===== config.mk =====
export PLATFORM = sky130hd
export DESIGN_NAME = csf_status_regs
export DESIGN_NICKNAME = d
export VERILOG_FILES = /design/src/rtl/csf_pkg.sv /design/src/rtl/csf_status_regs.sv
export SDC_FILE = /design/constraint.sdc
export NUM_CORES = 1
export LEC_CHECK = 0
export ABC_AREA = 1
export BUFFER_PORTS_ARGS = -buffer_cell sky130_fd_sc_hd__buf_4
export CAP_MARGIN = 10
export CORE_MARGIN = 2
export CORE_UTILIZATION = 54
export DETAILED_ROUTE_END_ITERATION = 7
export GPL_ROUTABILITY_DRIVEN = 0
export HOLD_SLACK_MARGIN = 0.12
export PLACE_DENSITY = 0.68
export SLEW_MARGIN = 30
export SYNTH_ARGS = -nofsm -noshare
export SYNTH_HDL_FRONTEND = slang
export SYNTH_SLANG_ARGS = --single-unit

===== constraint.sdc =====
create_clock -name clk -period 4.1 [get_ports clk]
set_input_delay 0.41 -clock clk [delete_from_list [all_inputs] [get_ports clk]]
set_output_delay 0.41 -clock clk [all_outputs]
set_load 0.03 [all_outputs]

===== src/rtl/csf_pkg.sv =====
// Purpose: constants for the charger status and fault register bank
// Assumes: 50 MHz system clock, 8-bit registers behind a two-wire serial port
// Notes: timeout codes map to whole seconds through csf_timeout_sec
package csf_pkg;
  // ---------------------------------------------------------------
  // register map
  // ---------------------------------------------------------------
  localparam logic [7:0] ADDR_STAT1 = 8'h0B;
  localparam logic [7:0] ADDR_STAT2 = 8'h0C;
  localparam logic [7:0] ADDR_FAULT = 8'h0D;
  localparam logic [7:0] ADDR_SHORT = 8'h10;
  localparam logic [7:0] FAULT_MASK = 8'h0F;
  localparam logic [7:0] SHORT_MASK = 8'hE7;
  localparam logic [7:0] SHORT_RST = 8'h84;
  localparam logic [7:0] FAULT_RST = 8'h00;
  localparam logic [6:0] DEV_ADDR_DFLT = 7'h2A;
  // ---------------------------------------------------------------
  // timing
  // ---------------------------------------------------------------
  localparam longint SEC_NS = 1000000000;
  localparam longint CLK_PERIOD_NS = 20;
  localparam int PEAK_RUN = 4;
  typedef enum logic [2:0] {ST_IDLE, ST_ADDR, ST_PTR, ST_WDATA, ST_ACK, ST_RDATA, ST_MACK} csf_st_t;
  // timeout code to seconds
  function automatic logic [7:0] csf_timeout_sec(input logic [2:0] sel);
    case (sel)
      3'h0: csf_timeout_sec = 8'h01;
      3'h1: csf_timeout_sec = 8'h02;
      3'h2: csf_timeout_sec = 8'h04;
      3'h3: csf_timeout_sec = 8'h0A;
      3'h4: csf_timeout_sec = 8'h1E;
      3'h5: csf_timeout_sec = 8'h3C;
      3'h6: csf_timeout_sec = 8'h78;
      default: csf_timeout_sec = 8'hB4;
    endcase
  endfunction : csf_timeout_sec
endpackage : csf_pkg


===== src/rtl/csf_status_regs.sv =====
// Purpose: charger status, fault and battery short registers with serial slave
// Assumes: all monitor inputs are asynchronous levels from analogue blocks
// Notes: sda is open drain, the pad resolves sda_out/sda_oe
// Function
// - status one bits 7 and 6 show input overvoltage and input valid.
// - status one bit 5 shows input current limited by the blocking switch.
// - status one bit 4 shows die thermal limiting.
// - status one bit 3 latches end of charge and ignores recharge.
// - status one bits 2..0 carry the 3-bit charger state code.
// - status two bits 7..5 carry the thermistor zone code.
// - status two bit 4 is set after four or more successive peak limits.
// - status two bits 2..0 carry the battery band code.
// - fault register holds sticky short, peak, 130 C and 140 C flags, zero at reset.
// - a fault clears only by writing one to it or by a supply power cycle.
// - short timeout select in bits 7..5 picks 1..180 s, reset code 100.
// - short threshold select in bits 2..0 picks 2.0..2.7 V, reset code 100.
// - four successive peak limits shut the charger down unless disabled.
`timescale 1ns/1ns
module csf_status_regs
  import csf_pkg::*;
#(
  parameter int unsigned CYC_PER_SEC = int'(SEC_NS / CLK_PERIOD_NS),
  parameter logic [6:0] DEV_ADDR = DEV_ADDR_DFLT  // arbitrary bus address
) (
  input wire logic clk,
  input wire logic rstn,
  input wire logic input_overvoltage_flag,
  input wire logic input_valid_flag,
  input wire logic input_current_limited_flag,
  input wire logic die_thermal_limit_flag,
  input wire logic charge_done_event,
  input wire logic [2:0] charger_state_field,
  input wire logic [2:0] thermistor_zone_field,
  input wire logic [2:0] battery_status_field,
  input wire logic switch_cycle_tick,
  input wire logic peak_limit_hit,
  input wire logic overtemp_lower_hit,
  input wire logic overtemp_upper_hit,
  input wire logic battery_below_short,
  input wire logic peak_shutdown_disable,
  input wire logic scl_in,
  input wire logic sda_in,
  output logic sda_out,
  output logic sda_oe,
  output logic peak_shutdown,
  output logic [2:0] short_threshold_select,
  output logic [2:0] short_timeout_select
);
  // ---------------------------------------------------------------
  // reset release and input synchronisers
  // ---------------------------------------------------------------
  logic rst_q1, rst_q2;
  always_ff @(posedge clk or negedge rstn) begin
    if (!rstn) begin
      rst_q1 <= 1'b0;
      rst_q2 <= 1'b0;
    end else begin
      rst_q1 <= 1'b1;
      rst_q2 <= rst_q1;
    end
  end
  logic [21:0] in_s1, in_s2;
  logic ov, vok, ilim, thl, cdone, tick, phit, ot130, ot140, below, dis, scl, sda;
  logic [2:0] chg_st, thr_z, bat_b;
  // two stages before any logic looks at the pins
  always_ff @(posedge clk or negedge rst_q2) begin
    if (!rst_q2) begin
      in_s1 <= 22'h3;
      in_s2 <= 22'h3;
    end else begin
      in_s1 <= {input_overvoltage_flag, input_valid_flag, input_current_limited_flag, die_thermal_limit_flag,
                charge_done_event, charger_state_field, thermistor_zone_field, battery_status_field,
                switch_cycle_tick, peak_limit_hit, overtemp_lower_hit, overtemp_upper_hit,
                battery_below_short, peak_shutdown_disable, scl_in, sda_in};
      in_s2 <= in_s1;
    end
  end
  assign {ov, vok, ilim, thl, cdone, chg_st, thr_z, bat_b, tick, phit, ot130, ot140, below, dis, scl, sda} = in_s2;
  // ---------------------------------------------------------------
  // charger state: latches, peak counter, short timer, faults
  // ---------------------------------------------------------------
  logic vok_d_r, tick_d_r, scl_d_r, sda_d_r;
  logic done_r, done_nxt, sd_r, sd_nxt;
  logic [2:0] pk_r, pk_nxt;
  logic [25:0] pre_r, pre_nxt;
  logic [7:0] sec_r, sec_nxt, flt_r, flt_nxt, cfg_r, cfg_nxt, flt_clr, flt_set;
  logic pwr_drop, tick_rise, wr_stb, pk_evt;
  logic [7:0] wr_ptr, wr_dat;
  assign pwr_drop = vok_d_r & ~vok;
  assign tick_rise = tick & ~tick_d_r;
  always_comb begin
    done_nxt = done_r;
    if (cdone)
      done_nxt = 1'b1;
    else if (pwr_drop)
      done_nxt = 1'b0;
    pk_nxt = pk_r;
    if (tick_rise)
      pk_nxt = !phit ? 3'h0 : (pk_r == 3'(PEAK_RUN)) ? pk_r : pk_r + 3'h1;
    // a parked run at four also makes each hit edge an event, so it re-arms the peak fault after a clear
    pk_evt = tick_rise && phit && pk_nxt == 3'(PEAK_RUN);
    sd_nxt = sd_r;
    if (pwr_drop)
      sd_nxt = 1'b0;
    if (pk_evt && !dis)
      sd_nxt = 1'b1;
    // whole-second prescaler, restarts whenever battery recovers
    pre_nxt = 26'h0;
    sec_nxt = 8'h00;
    if (below) begin
      pre_nxt = (pre_r == 26'(CYC_PER_SEC - 1)) ? 26'h0 : pre_r + 26'h1;
      sec_nxt = sec_r;
      if (pre_r == 26'(CYC_PER_SEC - 1) && sec_r != 8'hFF)
        sec_nxt = sec_r + 8'h01;
    end
    flt_set = {4'h0, below && sec_r >= csf_timeout_sec(cfg_r[7:5]), pk_evt, ot130, ot140};
    flt_clr = (wr_stb && wr_ptr == ADDR_FAULT) ? wr_dat & FAULT_MASK : 8'h00;
    if (pwr_drop)
      flt_clr = FAULT_MASK;
    // set beats clear so a fresh fault is never lost
    flt_nxt = ((flt_r & ~flt_clr) | flt_set) & FAULT_MASK;
    cfg_nxt = cfg_r;
    if (wr_stb && wr_ptr == ADDR_SHORT)
      cfg_nxt = wr_dat & SHORT_MASK;
  end
  always_ff @(posedge clk or negedge rst_q2) begin
    if (!rst_q2) begin
      vok_d_r <= 1'b0;
      tick_d_r <= 1'b0;
      done_r <= 1'b0;
      sd_r <= 1'b0;
      pk_r <= 3'h0;
      pre_r <= 26'h0;
      sec_r <= 8'h00;
      flt_r <= FAULT_RST;
      cfg_r <= SHORT_RST;
    end else begin
      vok_d_r <= vok;
      tick_d_r <= tick;
      done_r <= done_nxt;
      sd_r <= sd_nxt;
      pk_r <= pk_nxt;
      pre_r <= pre_nxt;
      sec_r <= sec_nxt;
      flt_r <= flt_nxt;
      cfg_r <= cfg_nxt;
    end
  end
  assign peak_shutdown = sd_r;
  assign short_timeout_select = cfg_r[7:5];
  assign short_threshold_select = cfg_r[2:0];
  // read decode, unmapped offsets read zero
  function automatic logic [7:0] rd_byte(input logic [7:0] a);
    case (a)
      ADDR_STAT1: rd_byte = {ov, vok, ilim, thl, done_r, chg_st};
      ADDR_STAT2: rd_byte = {thr_z, pk_r == 3'(PEAK_RUN), 1'b0, bat_b};
      ADDR_FAULT: rd_byte = flt_r;
      ADDR_SHORT: rd_byte = cfg_r;
      default: rd_byte = 8'h00;
    endcase
  endfunction : rd_byte
  // ---------------------------------------------------------------
  // serial slave: address, pointer, data with auto increment
  // ---------------------------------------------------------------
  csf_st_t st_r, st_nxt, ret_r, ret_nxt;
  logic [3:0] bit_r, bit_nxt;
  logic [7:0] sh_r, sh_nxt, ptr_r, ptr_nxt, rd_now;
  logic oe_r, oe_nxt, scl_rise, scl_fall, start_c, stop_c;
  assign scl_rise = scl & ~scl_d_r;
  assign scl_fall = ~scl & scl_d_r;
  assign start_c = scl && scl_d_r && sda_d_r && !sda;
  assign stop_c = scl && scl_d_r && !sda_d_r && sda;
  // a process, not an assign, so the byte follows status changes and not only the pointer
  always_comb begin
    rd_now = rd_byte(ptr_r);
  end
  always_comb begin
    st_nxt = st_r;
    ret_nxt = ret_r;
    bit_nxt = bit_r;
    sh_nxt = sh_r;
    ptr_nxt = ptr_r;
    oe_nxt = oe_r;
    wr_stb = 1'b0;
    wr_ptr = ptr_r;
    wr_dat = sh_r;
    if (start_c) begin
      st_nxt = ST_ADDR;
      bit_nxt = 4'h0;
      oe_nxt = 1'b0;
    end else if (stop_c) begin
      st_nxt = ST_IDLE;
      oe_nxt = 1'b0;
    end else if (scl_rise) begin
      case (st_r)
        ST_ADDR, ST_PTR, ST_WDATA: begin
          sh_nxt = {sh_r[6:0], sda};
          bit_nxt = bit_r + 4'h1;
        end
        ST_MACK: if (sda) st_nxt = ST_IDLE;   // master nack ends the read
        default: ;
      endcase
    end else if (scl_fall) begin
      case (st_r)
        ST_ADDR: if (bit_r == 4'h8) begin
          st_nxt = (sh_r[7:1] == DEV_ADDR) ? ST_ACK : ST_IDLE;
          oe_nxt = (sh_r[7:1] == DEV_ADDR);
          ret_nxt = sh_r[0] ? ST_RDATA : ST_PTR;
        end
        ST_PTR, ST_WDATA: if (bit_r == 4'h8) begin
          if (st_r == ST_PTR)
            ptr_nxt = sh_r;
          else begin
            wr_stb = 1'b1;
            ptr_nxt = ptr_r + 8'h01;
          end
          st_nxt = ST_ACK;
          oe_nxt = 1'b1;
          ret_nxt = ST_WDATA;
        end
        ST_ACK, ST_MACK: begin
          bit_nxt = 4'h0;
          oe_nxt = 1'b0;
          st_nxt = ret_r;
          // snapshot the byte at the ack edge so it cannot tear mid-byte
          if (ret_r == ST_RDATA) begin
            sh_nxt = rd_now;
            ptr_nxt = ptr_r + 8'h01;
            oe_nxt = ~rd_now[7];
            bit_nxt = 4'h1;
          end
        end
        ST_RDATA: begin
          sh_nxt = {sh_r[6:0], 1'b0};
          oe_nxt = (bit_r == 4'h8) ? 1'b0 : ~sh_r[6];
          bit_nxt = bit_r + 4'h1;
          if (bit_r == 4'h8) st_nxt = ST_MACK;
        end
        default: ;
      endcase
    end
  end
  always_ff @(posedge clk or negedge rst_q2) begin
    if (!rst_q2) begin
      st_r <= ST_IDLE;
      ret_r <= ST_IDLE;
      bit_r <= 4'h0;
      sh_r <= 8'h00;
      ptr_r <= 8'h00;
      oe_r <= 1'b0;
      scl_d_r <= 1'b1;
      sda_d_r <= 1'b1;
    end else begin
      st_r <= st_nxt;
      ret_r <= ret_nxt;
      bit_r <= bit_nxt;
      sh_r <= sh_nxt;
      ptr_r <= ptr_nxt;
      oe_r <= oe_nxt;
      scl_d_r <= scl;
      sda_d_r <= sda;
    end
  end
  assign sda_oe = oe_r;
  assign sda_out = 1'b0;
  // ---------------------------------------------------------------
  // assertions
  // ---------------------------------------------------------------
  logic [7:0] stat1_now, stat2_now;
  // status bytes as the host would read them
  always_comb begin
    stat1_now = rd_byte(ADDR_STAT1);
    stat2_now = rd_byte(ADDR_STAT2);
  end
endmodule : csf_status_regs


==> results of run 1 <==
cell usage after synthesis (8+ instances only):
cell / number
inv_1: 102
xor2_1: 13
ha_1: 20
nand2_1: 201
nor3_1: 32
nand4_1: 17
dfrtp_1: 118
dfstp_2: 8
a21oi_1: 15
o21ai_0: 37
nor2_1: 122
nand3_1: 74
sequential cells by signal, indices dropped and copies added (netlist names), 3 cells and up:
signal / cells
cfg_r: 6
in_s1: 22
pre_r: 26
pk_r: 3
ptr_r: 8
flt_r: 4
bit_r: 4
sec_r: 8
sh_r: 8
in_s2: 22
ret_r: 3
st_r: 3
per-layer routing:
| metal | share of wire | wire (um) |
|---|---|---|
| met1 | 0.46 | 6790 |
| met2 | 0.47 | 6950 |
| met3 | 0.059 | 879 |
| met4 | 0.017 | 259 |
| met5 | 0 | 0 |
worst max path at each step:
stage | end | start | slack (ns)
5_1_grt | sec_r[5] | pre_r[0] | 1.57
6_report | sec_r[5] | pre_r[0] | 1.81
3_3_place_gp | sec_r[2] | pre_r[0] | 2.09
3_5_place_dp | sec_r[5] | pre_r[0] | 1.97
2_1_floorplan | bit_r[0] | rst_q2 | 0.34
4_1_cts | sec_r[5] | pre_r[0] | 1.84
power by group:
group	internal, mW	leakage [nW]	total (mW)	switching [mW]
Combinational	0.158	1.83	0.446	0.288
Clock	0.980	0.288	1.52	0.539
Sequential	1.36	1.59	1.46	0.102
cell type report:
cell class                 instances  area (um2)  share of cell area
tap                              143         179              0.0234
multi-input combinational        575        2790               0.366
sequential                       126        3170               0.415
clock buffer                      20         457              0.0598
clock inverter                    11         141              0.0185
timing repair buffer              57         505              0.0662
inverter                         105         394              0.0516
cell usage in the layout (no fill, tap or decap), types with 2 or more instances in the layout:
cell / instances
inv_1: 102
nand2_1: 201
or2_2: 4
nand3_2: 4
clkinv_2: 4
o21bai_1: 2
nor3b_1: 2
inv_2: 3
nand2_2: 5
buf_4: 33
clkbuf_16: 17
bufinv_16: 3
dfrtp_1: 117
ha_1: 20
nor3_1: 32
clkbuf_8: 2
o21ai_1: 6
clkinvlp_4: 3
a21o_1: 2
dfstp_2: 8
o21ai_0: 37
nor2_1: 122
nand4_1: 17
dlygate4sd3_1: 23
a21oi_1: 15
nand3_1: 74
o21a_1: 2
xor2_1: 13
conb_1: 2
xnor2_1: 3
cells by family (layout without fill, tap and decap cells):
| logic type | count (synthesis) | count (layout) | share of synthesized area |
|---|---|---|---|
| simple gates | 466 | 466 | 0.312 |
| xor+xnor | 16 | 16 | 0.0218 |
| buf+inv | 121 | 193 | 0.0752 |
| compound gates | 71 | 71 | 0.0600 |
| flops | 126 | 126 | 0.491 |
| other cells | 2 | 2 | 0.00117 |
| fa+ha+maj | 20 | 20 | 0.0389 |
per-stage QoR:
step / power (mW) / area (um2) / hold slack [ns]
finish: 3.43 / 7640 / 0.244
global route: 3.59 / 7640 / 0.279
detailed placement: 1.91 / 6780 / 0.193
floorplan: 1.77 / 6440 / 0.114
CTS: 3.45 / 7610 / 0.303
global placement: 1.89 / 6780 / 0.194
worst max-delay path: stages (launching register included):
cell and delay [ns]:
dfrtp_1 0.40, ha_1 0.29, nand3_1 0.20, nor3_1 0.17
nand3_1 0.13, nor2_1 0.69, nand4_1 0.20, nand2_1 0.13
timing repair:
action                    in CTS  in global routing
hold endpoints to repair      24                  0
hold buffers                  23                  0
gates resized for setup        0                  0
==> impl_results.md, run 1 <==
* Status: finished, violations left
* Failing checks: DRC
* Final Net Count at 926
* Period utilisation layout at 0.559
* Initial core utilization at 0.559
* Worst VDD drop at 364 uV
* Met1 usage at 0.341
* Layout area overhead at 18.6%
* Fillers at 960
* Met3 GRT Util at 0.0562
* HP Class: reg -> async
* RSZ-0062 raised after global routing: false
* Hold Fails Final Rpt at 0
* Ports at 33
* CTS tree: done
* H-tree Lvls at 4
* Post-synth EDFFs at 0
* Share of the synthesized area in the top cell type at 0.459
* Netlist cell types at 40
* Routed vias/inst at 5.29
* Net Count, Synth at 866
* Die Y-Extent at 113 um
* Number of synthesized register bits at 126
* Pre-antenna DRT Iters at 8
* Worst r2r dst: sec_r[5]
* Leakage at 3.71 nW
* Crit path arrival time at 2.63 ns
* R2R depth at 7
* Crit Path Category: reg -> reg
* Number of global-route vias before repair at 5361
* Final TNS setup at 0 ns
* Worst rel slew slack at 0.423
* Layout cells sized above 1 at 0.103
* Slew @ Worst Pin at 0.862 ns
* Pre-CTS WS at 1.97 ns
* Power Dens Cells at 449 mW/mm2
* Max Buffers Root-to-Sink at 2
* Num CTS Buffers at 17
* PortBufs at 31
* Synth Cell Area at 0.00644 mm2
* Max Clock Skew at 0.00789 ns
* Root Buffer: clkbuf_16
* CORE AREA at 0.0115 mm2
* CP Capture Type: register
* DR vias at 5482
* Antenna violations before repair at 0
* Post-CTS Setup Bufs at 0
* Placed insts at 982
* Max Freq at 437 MHz
* Die footprint at 0.0128 mm2
* DR iter-0 viols at 396
* CTS Sinks at 126
* Setup violators final at 0
* # DRC at 4
* CP Launch Type: register
* Final slew viol count at 0
* Clock Latency Late Sink at 0.41 ns
* Max-cap check violation count at 0
* Synth async-reset ratio at 1.00
* Leading area contributor after synthesis: dfrtp_1
* Top cells by area, synth: dfrtp_1, nand2_1, nor2_1
* Reg clk slew, reported paths at 0.05 ns
* Global route hottest layer: met2
* Core Rows at 39
* Largest net degree at the start of global routing at 72
* Gr ovfl total at 0
* Post-route ant nets at 0
* Post-Syn Instances at 822
* Drt total wl at 14900 um
* Yosys warning total at 0
* Global-route wire length before repair at 25500 um
* Seq/Total Area, Yosys at 0.491
* Avg Cell Area, Syn at 7.83 um2
* Die width at 113 um
* Routed WL per cell at 14.4 um
* Fin cells at 1037
* HPWL Detailed at 10300 um
* Setup WS post-layout at 1.81 ns
* R2R setup slack at 1.81 ns
* Post-route minimum period at 2.29 ns
* Primary FF master, synth: dfrtp_1
* ANT cells at 0
* Crit path required time at 4.44 ns
* Final Util at 0.663
* Critical R2R Launch: pre_r[0]
* CP max FO at 11
* Met2 Usage GRT at 0.396
* Total Routing Usage GR at 0.249
(Power assumes the default switching activity.)
==> inputs of run 2 (changes only) <==
clock period = 2.3 ns   (was 4.1 ns; I/O delays follow)
==> run 2 against run 1 <==
Compared with the run above: the flow still finishes with violations (DRC); flip-flop and latch count did not move; register-to-register slack got worse by 1.5 ns; die area unchanged; setup slack worse by 1.5 ns; clock-buffer cell count rose by 1.
==> impl_results.md, run 2 (synthesis results as in run 1) <==
* Status: finished, violations left
* Failing checks: DRC
* Most frequent cells in the layout: nand2_1, nor2_1, dfrtp_1
* Root Buffer: clkbuf_16
* Worst rel slew slack at 0.569
* Post-route ant nets at 0
* Final instance area at 0.00764 mm2
* Most common cell after layout, fill and taps aside: nand2_1
* Slowest stage delay, CP at 0.40 ns
* Total Routing Usage GR at 0.253
* DR vias at 5592
* Crit Path Category: reg -> reg
* Setup WS post-layout at 0.275 ns
* Setup violators final at 0
* DR iter-0 viols at 443
* Drt total wl at 15000 um
* ANT cells at 0
* Biggest regs: pre_r x26, in_s1 x22, in_s2 x22
* Post-route minimum period at 2.03 ns
* Crit path required time at 2.60 ns
* CP Capture Type: register
* Internal cell power at 4.30 mW
* Fin cells at 1044
* Largest net degree at the start of global routing at 43
* Post-cts hold buffer count at 24
* RSZ-0062 raised after global routing: false
* # DRC at 4
* Crit-path slowest cell: dfrtp_1
* Leakage at 3.71 nW
* Die Y-Extent at 113 um
* Gr ovfl total at 0
* Power Dens Cells at 779 mW/mm2
* Worst VDD drop at 589 uV
* H-tree Lvls at 4
* CTS tree: done
* Fin Hold WS at 0.309 ns
* Period utilisation layout at 0.881
* Final TNS setup at 0 ns
* CTS Sinks at 126
* Final slew viol count at 0
* HPWL Detailed at 10700 um
* Clock Latency Late Sink at 0.42 ns
* CP Launch Type: register
* PortBufs at 31
* Largest register by flop count: pre_r
* Slew @ Worst Pin at 0.646 ns
* Max Buffers Root-to-Sink at 2
* Layout cells sized above 1 at 0.105
* HP Class: reg -> async
* Clock share of power at 0.426
* Global-route wire length before repair at 25600 um
* Routed WL per cell at 14.4 um
* Crit path arrival time at 2.32 ns
* Post_cts resized at 0
* CP dominant cell by count: nand3_1
* Ports at 33
* Num CTS Buffers at 17
* Pre-antenna DRT Iters at 7
* Pre-CTS WS at 0.301 ns
* Fillers at 947
* Final Net Count at 932
* Critical path, cell by cell: ha_1 -> nand3_1 -> nor2_1 -> nand2_1 -> nor2_1 -> nand3_1 -> nand3_1 -> nand2_1
* CORE AREA at 0.0115 mm2
* Initial core utilization at 0.559
* Hold Fails Final Rpt at 0
* Combinational power share at 0.134
* Critical R2R Launch: pre_r[0]
* Antenna violations before repair at 0
* Max Clock Skew at 0.00951 ns
* Number of global-route vias before repair at 5392
* Max Freq at 494 MHz
* Routed vias/inst at 5.36
* CP max FO at 8
* Reg clk slew, reported paths at 0.05 ns
* Max-cap check violation count at 0
* Layout area overhead at 18.6%
* Core Rows at 39
* Reg power frac at 0.440
* Max FFs per register at 26
* Placed Area at 0.00684 mm2
* Die width at 113 um
* CP Launch Point: pre_r[0]
* Placed insts at 988
* Die footprint at 0.0128 mm2
* Sw frac at 0.278
* Post-CTS Setup Bufs at 0
* Sw Pwr at 1.65 mW
-- run 2: changes by cell type in the layout (fill, tap and decap cells not counted) --
cell and delta:
dlygate4sd3_1 +1, buf_12 +1, bufinv_16 -1, buf_4 +5, buf_16 -1, clkbuf_8 -2, clkinvlp_4 +1, clkbuf_1 +3
-- run 2: path summary, 6_finish.rpt --
check	to	slack, ns	cells past startpoint
max in group asynchronous	in_s2[1]	1.25	1
hold / removal	in_s1[21]	0.31	0
setup / recovery	sec_r[6]	0.27	8
hold reg to reg	in_s1[21]	0.31	0
setup reg to reg	sec_r[6]	0.27	8
min in group clk	in_s2[14]	0.35	0
-- run 2: metal layers --
metal / vias up / GRT usage / wire [um] / share of wire
met3: 28 / 0.0520 / 842 / 0.056
li1: 2738 / - / - / -
met2: 171 / 0.396 / 6930 / 0.46
met4: 0 / 0.106 / 408 / 0.027
met1: 2655 / 0.346 / 6830 / 0.46
met5: - / 0 / 0 / 0
-- run 2: area by class of cell --
cell class,count,area [um2],area share
clock buffer,21,440,0.0577
inverter,105,394,0.0516
sequential,126,3170,0.415
multi-input combinational,575,2790,0.366
clock inverter,11,119,0.0156
tap,143,179,0.0234
timing repair buffer,63,546,0.0714
-- run 2: metrics by stage --
| step | power, mW | utilization |
|---|---|---|
| floorplan | 3.15 | - |
| global placement | 3.39 | 0.594 |
| detailed placement | 3.42 | 0.594 |
| CTS | 5.99 | 0.663 |
| global route | 6.24 | 0.663 |
| finish | 5.95 | 0.663 |
-- run 2: worst max-delay path: cells and delay by family, from the launching register on --
family	cells	cell delay [ns]
flops	1	0.40
fa+ha+maj	1	0.29
simple gates	7	1.22
-- run 2: power by group through the flow --
stage	clock (mW)	sequential [mW]	combinational (mW)
after global placement	0	2.64	0.741
after global routing	2.68	2.65	0.910
after floorplan	0	2.62	0.535
after CTS	2.57	2.62	0.801
final	2.53	2.62	0.798
after detailed placement	0	2.66	0.760
